===== src/hybrid_trng_pkg.sv =====
// constants for the hybrid physical random generator
// assumes a single 100 MHz clock and a raw source bit stream
package hybrid_trng_pkg;

    localparam int CLK_PERIOD_NS = 10;

    // total failure: identical-bit run and silent-source limits
    localparam int TF_RUN_LIMIT   = 32;
    localparam int SILENCE_NS     = 10000;
    localparam int SILENCE_CYCLES = (SILENCE_NS / CLK_PERIOD_NS < 1) ? 1 : SILENCE_NS / CLK_PERIOD_NS;

    // online proportion test over a window of raw bits
    localparam int WIN_LEN = 64;
    localparam int ONES_LO = 20;
    localparam int ONES_HI = 44;

    // raw bits absorbed before the first word may leave
    localparam int SEED_BITS = 256;

    // output word widths
    localparam int W8  = 8;
    localparam int W16 = 16;

    // post-processor geometry and domain tweaks
    localparam int          CHUNK_BITS  = 32;
    localparam int          CREDIT_BITS = 16;
    localparam logic [127:0] EMIT_TWEAK = 128'h0000_0000_0000_0000_0000_0000_5A5A_0001;
    localparam logic [127:0] OUT_TWEAK  = 128'hC3C3_0000_0000_0000_0000_0000_0000_0002;
    localparam logic [127:0] STATE_INIT = 128'h6170_7865_3320_646E_7962_2D32_6B20_6574;

    typedef enum logic [5:0] {
        ST_IDLE    = 6'h01,
        ST_STARTUP = 6'h02,
        ST_SEED    = 6'h04,
        ST_RUN     = 6'h08,
        ST_DEFECT  = 6'h10,
        ST_FAIL    = 6'h20
    } gen_state_type;

endpackage : hybrid_trng_pkg


===== src/hybrid_physical_generator.sv =====
// hybrid physical random generator: health tests, seeding, cryptographic post-processing
// assumes raw_bit_i/raw_valid_i synchronous to clk_i from an on-chip entropy source
`timescale 1ns/1ns

module hybrid_physical_generator #(
    parameter int TF_RUN    = hybrid_trng_pkg::TF_RUN_LIMIT,
    parameter int SEED_BITS = hybrid_trng_pkg::SEED_BITS
) (
    // clock and reset
    input  wire logic        clk_i,
    input  wire logic        rst_b_i,
    // control
    input  wire logic        start_i,
    input  wire logic        width16_i,
    // raw entropy source
    input  wire logic        raw_bit_i,
    input  wire logic        raw_valid_i,
    // random word stream
    output logic [15:0]      rnd_data_o,
    output logic             rnd_valid_o,
    input  wire logic        rnd_ready_i,
    // status
    output logic             total_fail_o,
    output logic             defect_o,
    output logic             seeded_o
);

    localparam int RUN_W  = $clog2(TF_RUN + 1);
    localparam int SIL_W  = $clog2(hybrid_trng_pkg::SILENCE_CYCLES + 1);
    localparam int WIN_W  = $clog2(hybrid_trng_pkg::WIN_LEN + 1);
    localparam int SEED_W = $clog2(SEED_BITS + 1);
    localparam int CRW    = hybrid_trng_pkg::CREDIT_BITS;
    localparam int CHW    = $clog2(hybrid_trng_pkg::CHUNK_BITS);
    localparam int DLW    = $clog2(TF_RUN + 1);

    if (TF_RUN < 2 || SEED_BITS < hybrid_trng_pkg::CHUNK_BITS)
    begin : g_bad_params
        $error("hybrid_physical_generator: unsupported parameter values");
    end

    // quarter-round rotate and mix
    function automatic logic [31:0] rotl(input logic [31:0] x, input int n);
        rotl = (x << n) | (x >> (32 - n));
    endfunction : rotl

    function automatic logic [127:0] qround(input logic [127:0] s);
        logic [31:0] a;
        logic [31:0] b;
        logic [31:0] c;
        logic [31:0] d;
        a = s[127:96];
        b = s[95:64];
        c = s[63:32];
        d = s[31:0];
        a = a + b;
        d = rotl(d ^ a, 16);
        c = c + d;
        b = rotl(b ^ c, 12);
        a = a + b;
        d = rotl(d ^ a, 8);
        c = c + d;
        b = rotl(b ^ c, 7);
        qround = {a, b, c, d};
    endfunction : qround

    function automatic logic [15:0] out_func(input logic [127:0] s);
        logic [127:0] t;
        t = qround(qround(s ^ hybrid_trng_pkg::OUT_TWEAK)) ^ s;
        out_func = t[15:0] ^ t[79:64];
    endfunction : out_func

    // state
    hybrid_trng_pkg::gen_state_type state_reg, state_next;
    logic              last_bit_reg, last_bit_next;
    logic [RUN_W-1:0]  run_len_reg, run_len_next;
    logic [SIL_W-1:0]  silence_reg, silence_next;
    logic [WIN_W-1:0]  win_cnt_reg, win_cnt_next;
    logic [WIN_W-1:0]  ones_reg, ones_next;
    logic [TF_RUN-1:0] delay_reg, delay_next;
    logic [DLW-1:0]    fill_reg, fill_next;
    logic [31:0]       chunk_reg, chunk_next;
    logic [CHW-1:0]    chunk_cnt_reg, chunk_cnt_next;
    logic [SEED_W-1:0] seed_cnt_reg, seed_cnt_next;
    logic [CRW-1:0]    credit_reg, credit_next;
    logic [127:0]      pp_state_reg, pp_state_next;
    logic [15:0]       out_word_reg, out_word_next;

    logic              active;
    logic              same_bit;
    logic [WIN_W-1:0]  ones_total;
    logic              win_done;
    logic              tf_det;
    logic              defect_det;
    logic              absorb;
    logic              chunk_full;
    logic [CRW-1:0]    need;
    logic              emit;
    logic [127:0]      s_abs;

    assign active   = (state_reg == hybrid_trng_pkg::ST_STARTUP) || (state_reg == hybrid_trng_pkg::ST_SEED) ||
                      (state_reg == hybrid_trng_pkg::ST_RUN);
    assign same_bit = (run_len_reg != '0) && (raw_bit_i == last_bit_reg);

    // total failure: stuck source or silent source
    assign tf_det = active && ((raw_valid_i && same_bit && (run_len_reg >= RUN_W'(TF_RUN - 1))) ||
                    (silence_reg >= SIL_W'(hybrid_trng_pkg::SILENCE_CYCLES - 1)));

    // proportion test, every raw bit counted
    assign ones_total = ones_reg + WIN_W'(raw_bit_i);
    assign win_done   = active && raw_valid_i && (win_cnt_reg == WIN_W'(hybrid_trng_pkg::WIN_LEN - 1));
    assign defect_det = win_done && ((ones_total < WIN_W'(hybrid_trng_pkg::ONES_LO)) ||
                        (ones_total > WIN_W'(hybrid_trng_pkg::ONES_HI)));

    // a bit is absorbed only after TF_RUN newer bits proved the source alive
    assign absorb = ((state_reg == hybrid_trng_pkg::ST_SEED) || (state_reg == hybrid_trng_pkg::ST_RUN)) &&
                    raw_valid_i && (fill_reg == DLW'(TF_RUN)) && !tf_det && !defect_det;
    assign chunk_full = absorb && (chunk_cnt_reg == CHW'(hybrid_trng_pkg::CHUNK_BITS - 1));

    assign need = width16_i ? CRW'(hybrid_trng_pkg::W16) : CRW'(hybrid_trng_pkg::W8);

    // valid only in run, with credit and no fresh failure or defect
    assign rnd_valid_o = (state_reg == hybrid_trng_pkg::ST_RUN) && (credit_reg >= need) &&
                         !tf_det && !defect_det;
    assign emit        = rnd_valid_o && rnd_ready_i;

    assign rnd_data_o   = width16_i ? out_word_reg : {8'h00, out_word_reg[7:0]};
    assign total_fail_o = (state_reg == hybrid_trng_pkg::ST_FAIL);
    assign defect_o     = (state_reg == hybrid_trng_pkg::ST_DEFECT);
    assign seeded_o     = (state_reg == hybrid_trng_pkg::ST_RUN);

    // controller
    always_comb
    begin
        state_next = state_reg;
        case (state_reg)
            hybrid_trng_pkg::ST_IDLE, hybrid_trng_pkg::ST_DEFECT:
                if (start_i)
                    state_next = hybrid_trng_pkg::ST_STARTUP;
            hybrid_trng_pkg::ST_STARTUP:
                if (win_done && !defect_det)
                    state_next = hybrid_trng_pkg::ST_SEED;
            hybrid_trng_pkg::ST_SEED:
                if (seed_cnt_reg >= SEED_W'(SEED_BITS))
                    state_next = hybrid_trng_pkg::ST_RUN;
            hybrid_trng_pkg::ST_RUN:
                state_next = hybrid_trng_pkg::ST_RUN;
            hybrid_trng_pkg::ST_FAIL:
                state_next = hybrid_trng_pkg::ST_FAIL;
            default:
                state_next = hybrid_trng_pkg::ST_IDLE;
        endcase
        if (defect_det)
            state_next = hybrid_trng_pkg::ST_DEFECT;
        if (tf_det)
            state_next = hybrid_trng_pkg::ST_FAIL;
    end

    // health-test counters
    always_comb
    begin
        last_bit_next = last_bit_reg;
        run_len_next  = run_len_reg;
        silence_next  = silence_reg;
        win_cnt_next  = win_cnt_reg;
        ones_next     = ones_reg;
        delay_next    = delay_reg;
        fill_next     = fill_reg;
        if (!active)
        begin
            run_len_next = '0;
            silence_next = '0;
            win_cnt_next = '0;
            ones_next    = '0;
            fill_next    = '0;
        end
        else if (raw_valid_i)
        begin
            last_bit_next = raw_bit_i;
            run_len_next  = same_bit ? ((run_len_reg < RUN_W'(TF_RUN)) ? run_len_reg + RUN_W'(1) : run_len_reg)
                                     : RUN_W'(1);
            silence_next  = '0;
            delay_next    = {delay_reg[TF_RUN-2:0], raw_bit_i};
            fill_next     = (fill_reg < DLW'(TF_RUN)) ? fill_reg + DLW'(1) : fill_reg;
            if (win_done)
            begin
                win_cnt_next = '0;
                ones_next    = '0;
            end
            else
            begin
                win_cnt_next = win_cnt_reg + WIN_W'(1);
                ones_next    = ones_total;
            end
        end
        else if (silence_reg < SIL_W'(hybrid_trng_pkg::SILENCE_CYCLES))
            silence_next = silence_reg + SIL_W'(1);
    end

    // post-processor: absorb chunks, emit words against credit
    always_comb
    begin
        chunk_next     = chunk_reg;
        chunk_cnt_next = chunk_cnt_reg;
        seed_cnt_next  = seed_cnt_reg;
        credit_next    = credit_reg;
        s_abs          = pp_state_reg;
        if (!active)
        begin
            chunk_cnt_next = '0;
            seed_cnt_next  = '0;
            credit_next    = '0;
        end
        else if (absorb)
        begin
            chunk_next     = {chunk_reg[30:0], delay_reg[TF_RUN-1]};
            chunk_cnt_next = chunk_cnt_reg + CHW'(1);
            if (seed_cnt_reg < SEED_W'(SEED_BITS))
                seed_cnt_next = seed_cnt_reg + SEED_W'(1);
            if (credit_reg != {CRW{1'b1}})
                credit_next = credit_reg + CRW'(1);
            if (chunk_full)
                s_abs = qround(qround(pp_state_reg ^ {96'h0, chunk_next}));
        end
        if (emit)
            credit_next = credit_next - need;
        pp_state_next = emit ? qround(qround(s_abs ^ hybrid_trng_pkg::EMIT_TWEAK)) : s_abs;
        out_word_next = out_func(pp_state_next);
    end

    // controller state register
    always_ff @(posedge clk_i or negedge rst_b_i)
    begin
        if (!rst_b_i)
        begin
            state_reg <= hybrid_trng_pkg::ST_IDLE;
        end
        else
        begin
            state_reg <= state_next;
        end
    end

    // health-test registers
    always_ff @(posedge clk_i or negedge rst_b_i)
    begin
        if (!rst_b_i)
        begin
            last_bit_reg <= 1'b0;
            run_len_reg  <= '0;
            silence_reg  <= '0;
            win_cnt_reg  <= '0;
            ones_reg     <= '0;
            delay_reg    <= '0;
            fill_reg     <= '0;
        end
        else
        begin
            last_bit_reg <= last_bit_next;
            run_len_reg  <= run_len_next;
            silence_reg  <= silence_next;
            win_cnt_reg  <= win_cnt_next;
            ones_reg     <= ones_next;
            delay_reg    <= delay_next;
            fill_reg     <= fill_next;
        end
    end

    // post-processor registers
    always_ff @(posedge clk_i or negedge rst_b_i)
    begin
        if (!rst_b_i)
        begin
            chunk_reg     <= '0;
            chunk_cnt_reg <= '0;
            seed_cnt_reg  <= '0;
            credit_reg    <= '0;
            pp_state_reg  <= hybrid_trng_pkg::STATE_INIT;
            out_word_reg  <= '0;
        end
        else
        begin
            chunk_reg     <= chunk_next;
            chunk_cnt_reg <= chunk_cnt_next;
            seed_cnt_reg  <= seed_cnt_next;
            credit_reg    <= credit_next;
            pp_state_reg  <= pp_state_next;
            out_word_reg  <= out_word_next;
        end
    end

endmodule : hybrid_physical_generator


===== config.mk =====
export PLATFORM = sky130hd
export DESIGN_NAME = hybrid_physical_generator
export DESIGN_NICKNAME = d
export VERILOG_FILES = /design/src/hybrid_trng_pkg.sv /design/src/hybrid_physical_generator.sv
export SDC_FILE = /design/constraint.sdc
export NUM_CORES = 2
export LEC_CHECK = 0
export ABC_AREA = 1
export BUFFER_PORTS_ARGS = -buffer_cell sky130_fd_sc_hd__buf_2
export CAP_MARGIN = 5
export CORE_MARGIN = 2
export CORE_UTILIZATION = 45
export DETAILED_ROUTE_END_ITERATION = 6
export HOLD_SLACK_MARGIN = 0.06
export PLACE_DENSITY = 0.65
export SYNTH_ARGS = -nofsm -noshare
export SYNTH_HDL_FRONTEND = slang
export SYNTH_SLANG_ARGS = --single-unit

===== constraint.sdc =====
create_clock -name clk_i -period 129.9 [get_ports clk_i]
set_input_delay 6.495 -clock clk_i [delete_from_list [all_inputs] [get_ports clk_i]]
set_output_delay 6.495 -clock clk_i [all_outputs]
set_load 0.005 [all_outputs]

==> After elaboration in Yosys (flattened, before gate mapping) <==
Cells that the tools add are included.
{ "word_totals": {"input_bits": 7, "ff_bits": 280, "output_inout_bits": 20} }
{ "classes": {"n_reduce_logical": 32, "add_sub_neg": 33, "order_cmp": 10, "n_bitwise": 53, "muxes": 37, "eq_ne": 20} }
{ "ops": {"columns": ["cell", "count"], "rows": [
  ["adder 32 bit", 24],
  ["bitwise XOR 32 bit", 24],
  ["2-to-1 mux 128 bit", 4],
  ["OR 32 x 12 -> 32 bit", 6],
  ["OR 32 x 16 -> 32 bit", 6],
  ["OR 32 x 8 -> 32 bit", 6],
  ["OR 32 x 7 -> 32 bit", 5],
  ["bitwise XOR 128 x 32 -> 128 bit", 1],
  ["2-to-1 mux 16 bit", 5],
  ["bitwise XOR 80 bit", 1],
  ["2-to-1 mux 6 bit", 12],
  ["2-to-1 mux 7 bit", 6],
  ["2-to-1 mux 10 bit", 3],
  ["one-hot mux 6 bit (5 select lines)", 1],
  ["2-to-1 mux 9 bit", 3],
  ["inverter 9 bit", 2],
  ["logical AND 1 bit", 17],
  ["adder 16 x 1 -> 16 bit (second input constant)", 1],
  ["greater-or-equal comparator 16 x 5 -> 1 bit", 1],
  ["!= test 16 bit (second input constant)", 1],
  ["OR 16 x 7 -> 16 bit", 1],
  ["subtractor 16 x 5 -> 16 bit", 1],
  ["bitwise XOR 16 bit", 1],
  ["2-to-1 mux 5 bit", 3],
  ["34 further kinds", 50]
]} }

==> Logic depth before layout (Yosys ltp) <==
{ "depth": {"depth_word": 80, "ltp_mapped": 529, "ltp_nobuf": 529} }

==> Worst setup path before layout <==
No wires, ideal clock.
{ "synth_path": {"path_kind": "register to register", "startpoint": "reg pp_state_reg[96]", "endpoint": "reg out_word_reg[3]", "path_slack_ps": 67414, "path_buffers": 0, "stages_incl_launch_ff": 482, "synth_period_minus_slack_ps": 62486, "setup_ps": 113, "required_ps": 129787, "arrival_time_ps": 62373, "path_cell_list": "dfstp_2 > ha_1 > fa_1 > nand3_1 > nand2_1 > a21oi_1 > o21bai_1 > nand3_1 > nand3_1 > inv_1 > o21ai_0 > a21boi_0 > o21ai_0 > xor2_1 > xor2_1 > inv_1 > ha_1 > nand2_1 > (+446 left out) > o21bai_1 > a21o_1 > a21oi_1 > o21ai_0 > inv_1 > o221a_2 > nor3_1 > a2111oi_0 > nor3_1 > a2111oi_0 > o21ai_0 > a21o_1 > nand4_1 > nand2_1 > xor2_1 > nand3b_1 > nand2_1 > inv_1"} }
{ "synth_via": {"elab_chain_len": 79, "elab_cells_between_ends": 81} }
{ "synth_lines": {"columns": ["item", "line_no", "text"], "rows": [
  ["start, declared", "hybrid_physical_generator.sv:85", "logic [127:0] pp_state_reg, pp_state_next;"],
  ["start signal, assigned", "hybrid_physical_generator.sv:277", "pp_state_reg <= hybrid_trng_pkg::STATE_INIT;"],
  ["start signal, assigned", "hybrid_physical_generator.sv:286", "pp_state_reg <= pp_state_next;"],
  ["bitwise XOR 128 x 32 -> 128 bit", "hybrid_physical_generator.sv:222", "s_abs = qround(qround(pp_state_reg ^ {96'h0, chunk_next}));"],
  ["adder 32 bit", "hybrid_physical_generator.sv:55", "a = a + b;"],
  ["bitwise XOR 32 bit", "hybrid_physical_generator.sv:56", "d = rotl(d ^ a, 16);"],
  ["OR 32 x 16 -> 32 bit", "hybrid_physical_generator.sv:43", "rotl = (x << n) | (x >> (32 - n));"],
  ["adder 32 bit", "hybrid_physical_generator.sv:57", "c = c + d;"],
  ["bitwise XOR 32 bit", "hybrid_physical_generator.sv:58", "b = rotl(b ^ c, 12);"],
  ["OR 32 x 12 -> 32 bit", "hybrid_physical_generator.sv:43", null],
  ["adder 32 bit", "hybrid_physical_generator.sv:59", "a = a + b;"],
  ["(+45 left out)", null, null],
  ["net pp_state_next[64]", "hybrid_physical_generator.sv:85", null],
  ["(+19 left out)", null, null],
  ["bitwise XOR 32 bit", "hybrid_physical_generator.sv:60", "d = rotl(d ^ a, 8);"],
  ["OR 32 x 8 -> 32 bit", "hybrid_physical_generator.sv:43", null],
  ["adder 32 bit", "hybrid_physical_generator.sv:61", "c = c + d;"],
  ["bitwise XOR 32 bit", "hybrid_physical_generator.sv:62", "b = rotl(b ^ c, 7);"],
  ["OR 16 x 7 -> 16 bit", "hybrid_physical_generator.sv:43", null],
  ["bitwise XOR 80 bit (*)", "hybrid_physical_generator.sv:68", "t = qround(qround(s ^ hybrid_trng_pkg::OUT_TWEAK)) ^ s;"],
  ["bitwise XOR 16 bit (*)", "hybrid_physical_generator.sv:69", "out_func = t[15:0] ^ t[79:64];"],
  ["net out_word_next[3]", "hybrid_physical_generator.sv:86", "logic [15:0] out_word_reg, out_word_next;"],
  ["end signal, assigned", "hybrid_physical_generator.sv:287", "out_word_reg <= out_word_next;"],
  ["end, declared", "hybrid_physical_generator.sv:86", null]
]} }
Mark *: on every way through the listed nets, which the timed path passes. The rest lies on a longest branch.
A chain may end at the register's enable or synchronous reset.

==> Worst setup path after layout <==
{ "layout_path": {"startpoint": "reg pp_state_reg[64]", "endpoint": "reg out_word_reg[3]"} }
The elaborated chain is that of the path after synthesis.

==> run_results.csv <==
group,metric,value,unit
setup_path,slowest_delay,940,ps
drt,first_pass_iters,7,
clocking,clk_pin_slew_worst_paths,60,ps
clocking,cts_max_path_buffers,3,
setup_path,crit_type,"register to register",
drt,drt_iter0_drc,10935,
sta,fin_crit_sh,66.7,%
synthesis,synth_ff_type,"dfrtp_1",
clocking,clock_sinks,279,
final_layout,fillCellCount,12821,
setup_path,path_max_fanout,6,
sta,fmax,11.5,MHz
synthesis,yosysTopAreaCell,"ha_1",
sta,worst_pin_slew,1520,ps
sta,rsz0062_at_grt,"false",
setup_path,cp-end-kind,"register",
synthesis,synth_area,0.0561,mm^2
synthesis,avgSynthCellArea,6.81,um^2
setup_path,worst_ep_arrival_time,87220,ps
synthesis,yosysTopAreaCellShare,17.1,%
final_layout,largest_register_ffs,128,
synthesis,synth_commonest_cells,"1910 x nand2_1, 984 x inv_1, 894 x xor2_1",
global_route,grt_max_degree,88,
synthesis,synth-seq-cells,279,
clocking,root_buffer,"clkbuf_16",
synthesis,synth.area.top_cells,"ha_1 17%, xor2_1 14%, nand2_1 13%",
final_layout,post_route_cells_drive_above_1_share,6.62,%
placed_design,portBuffers,26,
global_route,grt_pass1_wl,461000,um
clocking,h-tree-depth,2,
clocking,cts_tree,"yes",
sta,finalHoldViolations,0,
clocking,clock_latency,640,ps
global_route,first_global_vias,58898,
floorplan,core,0.124,mm^2
drt,ant_nets,0,
placed_design,dpl.cell_count,9854,
sta,slew_headroom,-2.38,%
sta,slew_viol_final,7,
sta,skew,63.3,ps
placed_design,dp_hpwl,294000,um
drt,wl_per_cell,34.4,um
setup_path,crit_slowest_cell,"xnor2_1",
global_route,grt.overflow.total,0,
sta,setup_violations,0,
synthesis,synthCells,8230,
synthesis,yosysWarnings,0,
clocking,ctsHoldBuffers,0,
floorplan,die_w,357,um
worst_hold_path,hold_class,"register to register",
placed_design,place_congestion,1.24,
synthesis,synth.distinct_cells,90,
floorplan,die_area,0.127,mm^2
drt,via_per_inst,6.46,
clocking,cts_resized,0,
clocking,cts_made_buffers,35,
run,max-cap-violations,4,
drt,vias,64187,
floorplan,die_y,357,um
floorplan,io_pins,27,
floorplan,num_rows,129,
synthesis,yosysSeqAreaShare,12.6,%
setup_path,required,130430,ps
floorplan,start_util,45.3,%
global_route,grtUsageTotal,52.2,%
synthesis,async_flop_share,100,%
synthesis,synthesis.nets,9025,
drt,wl,342000,um
synthesis,synth_edf_count,0,
drt,route.detailed.drc,300,
final_layout,fin_cells,9936,
global_route,antenna_found_initial,27,
clocking,post-cts-setup-buffers,0,
status,outcome,"finished with violations",
status,violations,"DRC, capacitance limit, slew limit",
sta,tns,0,ps
setup_path,cp_common_cell,"nand2_1",
sta,period_needed,86690,ps
final_layout,area_growth,6.03,%
final_layout,nets,9052,
synthesis,synth.most_common_cell,"nand2_1",
setup_path,cp-start-kind,"register",
per-stage QoR:
step	hold WS (ps)	utilization (%)	cell area [um^2]	setup slack, ps
global placement	450	47.1	58200	47990
detailed placement	453	47.1	58200	48050
global route	490	48.0	59400	38290
CTS	469	48.0	59400	47730
finish	465	48.1	59400	43210
floorplan	434	-	56100	67410
area by class of cell:
cell class / count / area [um^2] / share of cell area, %
Multi-Input combinational cell: 6855 / 44800 / 75.4
Sequential cell: 279 / 7050 / 11.9
Inverter: 1011 / 3800 / 6.39
Tap cell: 1637 / 2050 / 3.45
Clock buffer: 48 / 996 / 1.68
Timing Repair Buffer: 75 / 513 / 0.863
Clock inverter: 15 / 159 / 0.267
Antenna cell: 16 / 40.0 / 0.0674
worst max-delay path, delay by kind of cell (launching register included):
| family | cells | cell delay, ps |
|---|---|---|
| and+or+nand+nor | 183 | 19150 |
| buffers and inverters | 25 | 2220 |
| xor gates and xnor gates | 39 | 16410 |
| AOI/OAI and AO/OA | 197 | 38990 |
| DFF | 1 | 650 |
| adders and majority gates | 25 | 8940 |
worst paths after layout:
check                                      start                to  slack [ps]  cells after the start
worst max-delay path            pp_state_reg[64]   out_word_reg[3]       43210                    469
worst min-delay path               delay_reg[18]     delay_reg[19]         470                      2
worst max register to register  pp_state_reg[64]   out_word_reg[3]       43210                    469
worst min register to register     delay_reg[18]     delay_reg[19]         470                      2
max in group asynchronous                rst_b_i  pp_state_reg[32]      121720                      3
min in group asynchronous                rst_b_i   out_word_reg[9]        5870                      1
logic make-up after synthesis:
kind of cell    count (synthesis)  share of synthesized area [%]
buf+inv                      1096                           7.48
simple gates                 3197                           24.8
flops                         279                           12.6
compound gates               1611                           16.6
fa+ha+maj                     788                           17.9
xor+xnor                     1232                           20.1
mux                            27                          0.493
layout by cell type, fill, tap and decap left out, types with 49 or more instances in the layout:
cell type  instances
xnor2_1          282
xor2_1           894
ha_1             764
nand2_2           71
o21ai_1           55
inv_1            983
dfrtp_1          222
nand4_1           60
dfstp_2           57
or2_2             66
nor3_1            56
nor2_1           334
o21ai_0          345
o21bai_1          79
a21o_1            49
nand3_1          560
a21oi_1          795
nand2_1         1909
per-layer routing:
metal | up-vias | global-route usage, % | share of wire (%)
li1 | 27396 | - | -
met1 | 29534 | 58.2 | 34
met2 | 5440 | 71.3 | 38
met3 | 1787 | 23.6 | 15
met4 | 30 | 52.9 | 13
met5 | - | 3.00 | 0.18
Power is left out: the tool's default activity adds up to more than one toggle a clock period on the data nets, which glitch-free logic cannot reach.
